==> config.mk <==
export PLATFORM = sky130hd
export DESIGN_NAME = mupo_top
export DESIGN_NICKNAME = d
export VERILOG_FILES = /design/src/core/mupo_pkg.sv /design/src/core/mupo_jerk_bank.sv /design/src/core/mupo_setpoint_latch.sv /design/src/core/mupo_top.sv
export VERILOG_INCLUDE_DIRS = /design/src /design/src/core
export SDC_FILE = /design/constraint.sdc
export NUM_CORES = 1
export LEC_CHECK = 0
export CAP_MARGIN = 40
export CORE_MARGIN = 2
export CORE_UTILIZATION = 40
export CTS_CLUSTER_SIZE = 12
export DETAILED_ROUTE_END_ITERATION = 10
export DONT_BUFFER_PORTS = 1
export SYNTH_ARGS = -nofsm -noshare
export SYNTH_HDL_FRONTEND = slang
export SYNTH_HIERARCHICAL = 1
export SYNTH_SLANG_ARGS = --single-unit
==> constraint.sdc <==
create_clock -name ref_clk -period 8.8 [get_ports ref_clk]
set_input_delay 1.76 -clock ref_clk [delete_from_list [all_inputs] [get_ports ref_clk]]
set_output_delay 1.76 -clock ref_clk [all_outputs]
set_load 0.005 [all_outputs]
==> src/core/mupo_defines.svh <==
// object dictionary indices, field positions and preset values of the offset parameter bank
// assumes inclusion by bare name from the package and the design modules
`ifndef MUPO_DEFINES_SVH
`define MUPO_DEFINES_SVH

`define MUPO_IDX_JERK 16'h60a4
`define MUPO_IDX_POS_UNIT 16'h60a8
`define MUPO_IDX_VEL_UNIT 16'h60a9
`define MUPO_IDX_POS_OFS 16'h60b0
`define MUPO_IDX_VEL_OFS 16'h60b1
`define MUPO_IDX_TRQ_OFS 16'h60b2
`define MUPO_IDX_IP_REC 16'h60c1

`define MUPO_SUB_COUNT 8'h00
`define MUPO_SUB_FIRST 8'h01
`define MUPO_JERK_ENTRIES 8'h04
`define MUPO_IP_ENTRIES 8'h01

`define MUPO_JERK_RESET 32'h0000_03e8
`define MUPO_POS_UNIT_RESET 32'hff41_0000
`define MUPO_VEL_UNIT_RESET 32'h00b4_4700
`define MUPO_OFS_RESET 32'h0000_0000
`define MUPO_TRQ_RESET 16'h0000
`define MUPO_IP_RESET 32'h0000_0000

`define MUPO_TIME_LSB 8
`define MUPO_UNIT_LSB 16
`define MUPO_EXP_LSB 24
`define MUPO_POS_UNIT_MASK 32'hffff_0000
`define MUPO_VEL_UNIT_MASK 32'hffff_ff00

`define MUPO_MODE_IP 8'h07
`define MUPO_MODE_CSP 8'h08
`define MUPO_MODE_CSV 8'h09
`define MUPO_MODE_CST 8'h0a
`define MUPO_MODE_CLKDIR 8'hff

`endif

==> src/core/mupo_pkg.sv <==
// types shared by the offset parameter bank modules
// assumes mupo_defines.svh is on the include path
package mupo_pkg;
  `include "mupo_defines.svh"

  typedef struct packed {
    logic wr;
    logic rd;
    logic [15:0] index;
    logic [7:0] sub;
    logic [31:0] wdata;
  } mupo_od_req_t;

  typedef struct packed {
    logic ack;
    logic err;
    logic [31:0] rdata;
  } mupo_od_rsp_t;

  typedef logic [3:0][31:0] mupo_jerk_set_t;
endpackage

==> src/core/mupo_jerk_bank.sv <==
// four jerk limit entries with their no-limit flags
// assumes one write strobe per cycle from the dictionary decoder on the same clock
`timescale 1ns/1ps
`include "mupo_defines.svh"
module mupo_jerk_bank
  import mupo_pkg::*;
(
  input wire logic ref_clk,
  input wire logic sys_rst,
  input wire logic [3:0] wr_sel,
  input wire logic [31:0] wdata,
  output mupo_jerk_set_t jerk,
  output logic [3:0] unlimited
);
  // one storage element per entry, so no packed word has several writing processes
  logic [31:0] entry [4];
  logic entry_zero [4];

  genvar i;
  generate
    for (i = 0; i < 4; i = i + 1) begin : g_entry
      always_ff @(posedge ref_clk or posedge sys_rst) begin
        if (sys_rst) begin
          entry[i] <= `MUPO_JERK_RESET;
        end else if (wr_sel[i]) begin
          entry[i] <= wdata;
        end
      end
      always_ff @(posedge ref_clk or posedge sys_rst) begin
        if (sys_rst) begin
          entry_zero[i] <= 1'b0;
        end else if (wr_sel[i]) begin
          entry_zero[i] <= (wdata == 32'h0000_0000);
        end
      end
    end
  endgenerate

  assign jerk = {entry[3], entry[2], entry[1], entry[0]};
  assign unlimited = {entry_zero[3], entry_zero[2], entry_zero[1], entry_zero[0]};
endmodule

==> src/core/mupo_setpoint_latch.sv <==
// interpolation set-point entry and its take-over at the synchronization event
// assumes sync_pin is asynchronous to ref_clk and its rising edge marks the event
`timescale 1ns/1ps
`include "mupo_defines.svh"
module mupo_setpoint_latch (
  input wire logic ref_clk,
  input wire logic sys_rst,
  input wire logic sync_pin,
  input wire logic wr_en,
  input wire logic [31:0] wdata,
  output logic [31:0] stored,
  output logic [31:0] target,
  output logic sync_tick
);
  logic sync_meta;
  logic sync_sync;
  logic sync_prev;
  wire sync_rise = sync_sync & ~sync_prev;

  always_ff @(posedge ref_clk or posedge sys_rst) begin
    if (sys_rst) begin
      sync_meta <= 1'b0;
      sync_sync <= 1'b0;
      sync_prev <= 1'b0;
      sync_tick <= 1'b0;
    end else begin
      sync_meta <= sync_pin;
      sync_sync <= sync_meta;
      sync_prev <= sync_sync;
      sync_tick <= sync_rise;
    end
  end

  always_ff @(posedge ref_clk or posedge sys_rst) begin
    if (sys_rst) begin
      stored <= `MUPO_IP_RESET;
    end else if (wr_en) begin
      stored <= wdata;
    end
  end

  // take over only at sync; a write in the sync cycle goes straight through
  always_ff @(posedge ref_clk or posedge sys_rst) begin
    if (sys_rst) begin
      target <= `MUPO_IP_RESET;
    end else if (sync_rise) begin
      target <= wr_en ? wdata : stored;
    end
  end
endmodule

==> src/core/mupo_top.sv <==
// offset parameter bank: jerk limits, unit words, set-value offsets, ip set-point
// assumes dictionary requests and demand values come from logic on ref_clk;
// sync_pin comes from outside and is synchronised here
`timescale 1ns/1ps
`include "mupo_defines.svh"
module mupo_top
  import mupo_pkg::*;
(
  input wire logic ref_clk,
  input wire logic sys_rst,
  input mupo_od_req_t od_req,
  output mupo_od_rsp_t od_rsp,
  input wire logic sync_pin,
  input wire logic [7:0] op_mode,
  input wire logic [31:0] pos_demand,
  input wire logic [31:0] vel_demand,
  input wire logic [15:0] torque_demand,
  output logic [31:0] pos_cmd,
  output logic [31:0] vel_cmd,
  output logic [15:0] torque_cmd,
  output logic [31:0] ip_target,
  output logic ip_sync_tick,
  output mupo_jerk_set_t jerk,
  output logic [3:0] jerk_unlimited,
  output logic [31:0] pos_unit_word,
  output logic [31:0] vel_unit_word
);
  logic [31:0] pos_offset;
  logic [31:0] vel_offset;
  logic [15:0] trq_offset;
  logic [31:0] ip_stored;

  // index decode
  wire hit_jerk = (od_req.index == `MUPO_IDX_JERK);
  wire hit_pos_unit = (od_req.index == `MUPO_IDX_POS_UNIT);
  wire hit_vel_unit = (od_req.index == `MUPO_IDX_VEL_UNIT);
  wire hit_pos_ofs = (od_req.index == `MUPO_IDX_POS_OFS);
  wire hit_vel_ofs = (od_req.index == `MUPO_IDX_VEL_OFS);
  wire hit_trq_ofs = (od_req.index == `MUPO_IDX_TRQ_OFS);
  wire hit_ip = (od_req.index == `MUPO_IDX_IP_REC);

  // subindex decode
  wire sub_zero = (od_req.sub == `MUPO_SUB_COUNT);
  wire sub_jerk_ok = (od_req.sub >= `MUPO_SUB_FIRST) && (od_req.sub <= `MUPO_JERK_ENTRIES);
  wire sub_ip_ok = (od_req.sub >= `MUPO_SUB_FIRST) && (od_req.sub <= `MUPO_IP_ENTRIES);
  wire [1:0] jerk_slot = 2'(od_req.sub - `MUPO_SUB_FIRST);

  // a variable lives at subindex 0 only
  wire var_hit = sub_zero &
                 (hit_pos_unit | hit_vel_unit | hit_pos_ofs | hit_vel_ofs | hit_trq_ofs);
  wire jerk_entry_hit = hit_jerk & sub_jerk_ok;
  wire ip_entry_hit = hit_ip & sub_ip_ok;
  // entry counts are read-only
  wire count_hit = sub_zero & (hit_jerk | hit_ip);

  wire rw_hit = var_hit | jerk_entry_hit | ip_entry_hit;
  wire rd_hit = rw_hit | count_hit;

  // a write takes precedence when both strobes are raised together
  wire do_wr = od_req.wr;
  wire do_rd = od_req.rd & ~od_req.wr;
  wire wr_ok = do_wr & rw_hit;
  wire rd_ok = do_rd & rd_hit;
  wire any_req = do_wr | do_rd;
  wire req_err = (do_wr & ~rw_hit) | (do_rd & ~rd_hit);

  // write strobes
  wire wr_pos_unit = wr_ok & hit_pos_unit;
  wire wr_vel_unit = wr_ok & hit_vel_unit;
  wire wr_pos_ofs = wr_ok & hit_pos_ofs;
  wire wr_vel_ofs = wr_ok & hit_vel_ofs;
  wire wr_trq_ofs = wr_ok & hit_trq_ofs;
  wire wr_ip = wr_ok & hit_ip;
  wire wr_jerk = wr_ok & hit_jerk;
  wire [3:0] wr_jerk_sel;

  genvar j;
  generate
    for (j = 0; j < 4; j = j + 1) begin : g_jerk_wr
      assign wr_jerk_sel[j] = wr_jerk & (jerk_slot == 2'(j));
    end
  endgenerate

  // unit word fields; reserved positions are rebuilt as zero
  wire [7:0] wr_exponent = od_req.wdata[`MUPO_EXP_LSB +: 8];
  wire [7:0] wr_unit = od_req.wdata[`MUPO_UNIT_LSB +: 8];
  wire [7:0] wr_time = od_req.wdata[`MUPO_TIME_LSB +: 8];
  wire [31:0] next_pos_unit = {wr_exponent, wr_unit, 16'h0000};
  // velocity word keeps the time field too
  wire [31:0] next_vel_unit = {wr_exponent, wr_unit, wr_time, 8'h00};

  // read selection
  wire [31:0] rd_count = hit_jerk ? {24'h00_0000, `MUPO_JERK_ENTRIES} :
                                    {24'h00_0000, `MUPO_IP_ENTRIES};
  // object hits are one-hot, so an and-or tree replaces a priority chain
  wire [31:0] rd_pos_unit = {32{hit_pos_unit}} & pos_unit_word;
  wire [31:0] rd_vel_unit = {32{hit_vel_unit}} & vel_unit_word;
  wire [31:0] rd_pos_ofs = {32{hit_pos_ofs}} & pos_offset;
  wire [31:0] rd_vel_ofs = {32{hit_vel_ofs}} & vel_offset;
  // torque reads back zero-extended, not sign-extended
  wire [31:0] rd_trq_ofs = {32{hit_trq_ofs}} & {16'h0000, trq_offset};
  wire [31:0] rd_var = rd_pos_unit | rd_vel_unit | rd_pos_ofs | rd_vel_ofs | rd_trq_ofs;
  wire [31:0] rd_value = count_hit ? rd_count :
                         jerk_entry_hit ? jerk[jerk_slot] :
                         ip_entry_hit ? ip_stored :
                         var_hit ? rd_var :
                         32'h0000_0000;
  wire [31:0] next_rdata = rd_ok ? rd_value : 32'h0000_0000;
  wire next_ack = any_req;
  wire next_err = req_err;

  // mode decode
  wire mode_csp = (op_mode == `MUPO_MODE_CSP);
  wire mode_csv = (op_mode == `MUPO_MODE_CSV);
  wire mode_cst = (op_mode == `MUPO_MODE_CST);
  wire mode_clkdir = (op_mode == `MUPO_MODE_CLKDIR);

  wire pos_ofs_on = mode_csp;
  wire [31:0] pos_ofs_term = pos_ofs_on ? pos_offset : 32'h0000_0000;
  wire vel_ofs_on = mode_csp | mode_csv | mode_clkdir;
  wire [31:0] vel_ofs_term = vel_ofs_on ? vel_offset : 32'h0000_0000;
  wire trq_ofs_on = mode_csp | mode_cst | mode_clkdir;
  wire [15:0] trq_ofs_term = trq_ofs_on ? trq_offset : 16'h0000;

  // sums wrap in two's complement; the consumer is expected to clamp
  wire [31:0] next_pos_cmd = pos_demand + pos_ofs_term;
  wire [31:0] next_vel_cmd = vel_demand + vel_ofs_term;
  wire [15:0] next_torque_cmd = torque_demand + trq_ofs_term;

  // dictionary answer, one cycle after the request
  always_ff @(posedge ref_clk or posedge sys_rst) begin
    if (sys_rst) begin
      od_rsp <= '0;
    end else begin
      od_rsp.ack <= next_ack;
      od_rsp.err <= next_err;
      od_rsp.rdata <= next_rdata;
    end
  end

  // position unit word, reserved half forced to zero
  always_ff @(posedge ref_clk or posedge sys_rst) begin
    if (sys_rst) begin
      pos_unit_word <= `MUPO_POS_UNIT_RESET;
    end else if (wr_pos_unit) begin
      pos_unit_word <= next_pos_unit;
    end
  end

  // velocity unit word, reserved byte forced to zero
  always_ff @(posedge ref_clk or posedge sys_rst) begin
    if (sys_rst) begin
      vel_unit_word <= `MUPO_VEL_UNIT_RESET;
    end else if (wr_vel_unit) begin
      vel_unit_word <= next_vel_unit;
    end
  end

  always_ff @(posedge ref_clk or posedge sys_rst) begin
    if (sys_rst) begin
      pos_offset <= `MUPO_OFS_RESET;
    end else if (wr_pos_ofs) begin
      pos_offset <= od_req.wdata;
    end
  end

  always_ff @(posedge ref_clk or posedge sys_rst) begin
    if (sys_rst) begin
      vel_offset <= `MUPO_OFS_RESET;
    end else if (wr_vel_ofs) begin
      vel_offset <= od_req.wdata;
    end
  end

  // torque offset takes the low half of the write
  always_ff @(posedge ref_clk or posedge sys_rst) begin
    if (sys_rst) begin
      trq_offset <= `MUPO_TRQ_RESET;
    end else if (wr_trq_ofs) begin
      trq_offset <= od_req.wdata[15:0];
    end
  end

  always_ff @(posedge ref_clk or posedge sys_rst) begin
    if (sys_rst) begin
      pos_cmd <= 32'h0000_0000;
    end else begin
      pos_cmd <= next_pos_cmd;
    end
  end

  always_ff @(posedge ref_clk or posedge sys_rst) begin
    if (sys_rst) begin
      vel_cmd <= 32'h0000_0000;
    end else begin
      vel_cmd <= next_vel_cmd;
    end
  end

  always_ff @(posedge ref_clk or posedge sys_rst) begin
    if (sys_rst) begin
      torque_cmd <= 16'h0000;
    end else begin
      torque_cmd <= next_torque_cmd;
    end
  end

  mupo_jerk_bank u_jerk (
    .ref_clk(ref_clk),
    .sys_rst(sys_rst),
    .wr_sel(wr_jerk_sel),
    .wdata(od_req.wdata),
    .jerk(jerk),
    .unlimited(jerk_unlimited)
  );

  mupo_setpoint_latch u_ip (
    .ref_clk(ref_clk),
    .sys_rst(sys_rst),
    .sync_pin(sync_pin),
    .wr_en(wr_ip),
    .wdata(od_req.wdata),
    .stored(ip_stored),
    .target(ip_target),
    .sync_tick(ip_sync_tick)
  );
endmodule

==> impl_metrics.csv <==
group,metric,value,unit
die,die_area,57920,µm²
synthesis,synth_cells,1743,
timing,max_slew_margin,41.57,%
global_route,grt.total_usage,24.06,%
setup_path,crit_required,9.35,ns
global_route,met2_usage,38.07,%
die,rows,86,
placed_design,finalWeightedCongestion,0.9024,
global_route,grt_pass1_vias,15010,
synthesis,synth-main-ff-cell,"dfrtp_1",
worst_hold_path,min_from,"u_ip/sync_meta",
die,core,55200,µm²
global_route,top_usage_layer,"met2",
setup_path,arrival,5.86,ns
routing,drtAntennaViolNets,0,
timing,rsz0062_at_grt,"no",
synthesis,synth_edf_count,0,
routing,vias,14500,
global_route,grt_overflow_total,0,
finish,post-route-cell-area,24860,µm²
flow_run,maxCapViolCount,0,
synthesis,synth-compound-area-share,9.868,%
clocking,clk_pin_slew,0.06,ns
timing,fin_crit_sh,60.37,%
worst_hold_path,min_to,"u_ip/sync_sync",
die,die_h,240.7,µm
routing,drt_iter0_markers,982,
global_route,use_met3,6.988,%
clocking,clock-sinks,434,
worst_hold_path,hold_depth,0,
setup_path,critPathMaxFanout,31,
timing,holdWs,0.3544,ns
synthesis,syn-cell-area,22410,µm²
clocking,clk_latency,0.61,ns
run_status,status,"completed",
synthesis,synth_mux_area_share,22.02,%
finish,nFillCells,5093,
die,die_x,240.7,µm
synthesis,synth_top_family_by_area,"multiplexers",
synthesis,synth_simple_gate_area_share,8.511,%
global_route,grt_first_pass_wirelength,102700,µm
routing,drc,0,
clocking,cts_max_path_buffers,3,
routing,drt_wl_total,71000,µm
synthesis,yosys_warnings,6,
finish,syn2layout_area_growth,10.95,%
power,intPower,3.350,mW
setup_path,worst_r2r_endpoint,"vel_cmd[29]",
setup_path,rrSetupSlack,5.24,ns
power,power_frac_comb,3.6,%
clocking,clockRootBuffer,"clkbuf_16",
routing,wl_per_cell,28.04,µm
worst_hold_path,hold_path.class,"register to register",
timing,final-max-slew-violation-count,0,
power,p_leak,11.76,nW
placed_design,hpwl,53490,µm
power,clock_power_share,49.6,%
timing,fmax,0.1882,GHz
power,switching_share,22.70,%
synthesis,yosysSeqAreaShare,48.71,%
clocking,cts_buffers,50,
setup_path,startpoint,"op_mode[4]",
timing,tns,0,ns
routing,viasPerCell,5.725,
setup_path,critical_path_class,"primary input to register",
power,power_density,174.3,nW/µm²
placed_design,dp_slack,2.965,ns
setup_path,cp-end-kind,"register",
routing,drt-pass1-iter-count,5,
die,start_util,40.59,%
synthesis,synthArstFlopShare,100.0,%
synthesis,yosys.area_share.xor_xnor,2.658,%
timing,hold_viol,0,
setup_path,critPathLaunchType,"primary input",
synthesis,ys_seq_elements,434,
synthesis,syn_area_per_cell,12.85,µm²
timing,setup_slack,3.488,ns
timing,fin_skew,0.02114,ns
setup_path,rr_worst_depth,11,
finish,drive_gt1_share,29.91,%
synthesis,synthAdderAreaFrac,4.903,%
power,seqPwrFrac,46.9,%
timing,max_slew.worst_pin.slew,0.8727,ns
die,ios,492,
timing,setup_viol,0,
placed_design,port_buffers,0,
finish,final_net_count,1975,
power,ir_drop,172.4,µV
power,switching_power,983.6,µW
global_route,grt_max_degree,102,
synthesis,synth.distinct_cells,79,
global_route,grt_util_met1,31.79,%
global_route,antenna_found_initial,2,
clocking,cts_resized,0,
clocking,hold_buffers,0,
clocking,cts_tree,"yes",
clocking,htreeDepth,2,
clocking,postCtsSetupBuffers,0,
timing,period_needed,5.312,ns
placed_design,placed_cell_area,23140,µm²
setup_path,worstReg2RegStart,"vel_offset[1]",
[logic make-up (layout without fill, tap and decap cells)]
family	Yosys count	after routing
AO/OA/AOI/OAI	322	322
XOR/XNOR	68	68
adder cells (fa/ha/maj)	86	86
buffers and inverters	128	144
flip-flops	434	434
multiplexers	354	354
other	1	26
AND/OR/NAND/NOR	350	350
[synthesized netlist by cell type, drive strengths merged, types with 9 or more instances]
cell / number / area share, %
a21o: 37 / 1.2
a21oi: 90 / 2.0
a221oi: 28 / 1.1
a22oi: 48 / 1.6
and2: 32 / 0.89
and3: 12 / 0.34
buf: 62 / 2.2
clkbuf: 42 / 0.70
dfrtp: 392 / 44
dfstp: 42 / 4.9
ha: 83 / 4.6
inv: 24 / 0.40
mux2: 312 / 18
mux2i: 10 / 0.45
mux4: 32 / 3.2
nand2: 66 / 1.3
nand3: 16 / 0.38
nand4: 11 / 0.34
nor2: 88 / 1.5
nor2b: 61 / 1.7
nor3: 19 / 0.45
nor4: 13 / 0.53
o21a: 13 / 0.44
o21ai: 36 / 0.80
o21bai: 11 / 0.37
o31ai: 9 / 0.30
xnor2: 48 / 1.9
xor2: 20 / 0.78
[critical path, stage by stage]
cell	delay, ns
nor4_1	0.27
nand3b_1	0.19
nor2_1	0.24
nor2_2	0.05
buf_4	0.24
nor2b_1	0.25
ha_1	0.28
a21o_1	0.16
a21oi_1	0.22
o21ai_1	0.17
o2111a_1	0.30
o41ai_2	0.63
o211a_1	0.31
o211ai_1	0.16
a2111oi_0	0.43
or3b_1	0.18
[worst max path at each step]
stage / endpoint / slack [ns]
after floorplan: od_rsp[0] / 0.65
after global placement: vel_cmd[29] / 3.06
after detailed placement: vel_cmd[29] / 2.97
after CTS: vel_cmd[29] / 3.61
after global routing: vel_cmd[29] / 3.22
final: vel_cmd[29] / 3.49
[cell usage in the layout, fill, tap and decap left out, types with 17 or more instances in the layout]
cell type / n
xor2_1: 20
nor2_1: 85
and2_1: 32
mux4_2: 32
buf_4: 17
nor2b_1: 60
xnor2_1: 48
ha_1: 83
clkbuf_1: 17
o21ai_0: 33
nand2_1: 60
a21o_1: 37
dfstp_2: 42
a221oi_1: 27
a22oi_1: 48
conb_1: 24
mux2_4: 160
dfrtp_1: 392
a21oi_1: 90
mux2_2: 152
inv_1: 21
clkbuf_16: 50
[flip-flops by register name, indices dropped and copies added (netlist names)]
| signal | count |
|---|---|
| u_ip/sync_meta | 1 |
| pos_cmd | 32 |
| torque_cmd | 16 |
| vel_unit_word | 24 |
| u_ip/target | 32 |
| u_ip/sync_tick | 1 |
| vel_cmd | 32 |
| vel_offset | 32 |
| u_jerk/unlimited | 4 |
| trq_offset | 16 |
| pos_unit_word | 16 |
| pos_offset | 32 |
| u_ip/sync_prev | 1 |
| u_jerk/jerk | 128 |
| u_ip/stored | 32 |
| od_rsp | 34 |
| u_ip/sync_sync | 1 |
[area by class of cell]
| cell class | instances | area (µm²) | area share (%) |
|---|---|---|---|
| diodes | 2 | 5.005 | 0.02013 |
| inverters | 24 | 101.3 | 0.4077 |
| clock inverters | 15 | 232.7 | 0.9362 |
| clock buffers | 79 | 1480 | 5.955 |
| repair buffers | 26 | 302.8 | 1.218 |
| multi-input cells | 1204 | 10890 | 43.80 |
| well taps | 748 | 935.9 | 3.765 |
| flip-flops and latches | 434 | 10910 | 43.90 |
[power groups by stage]
stage / combinational (mW) / sequential, mW / clock (mW)
after global placement: 0.149 / 2.07 / 0
final: 0.155 / 2.03 / 2.15
after floorplan: 0.128 / 2.06 / 0
after detailed placement: 0.157 / 2.07 / 0
after CTS: 0.157 / 2.03 / 2.20
after global routing: 0.173 / 2.03 / 2.28
[metal layers]
metal	up-vias	share of wire, %	routed length [µm]
li1	6344	-	-
met1	7530	43	30260
met2	510	47	33130
met3	111	7.7	5491
met4	0	3.0	2105
met5	-	0	0
[stage by stage]
stage                     power, mW  cells  utilization [%]
final                         4.333   2532            45.03
after detailed placement      2.223   2436            41.92
after floorplan               2.189   1766                -
after CTS                     4.391   2530            45.02
after global routing          4.489   2531            45.03
after global placement        2.216   2426            41.59
(Power assumes the default switching activity.)
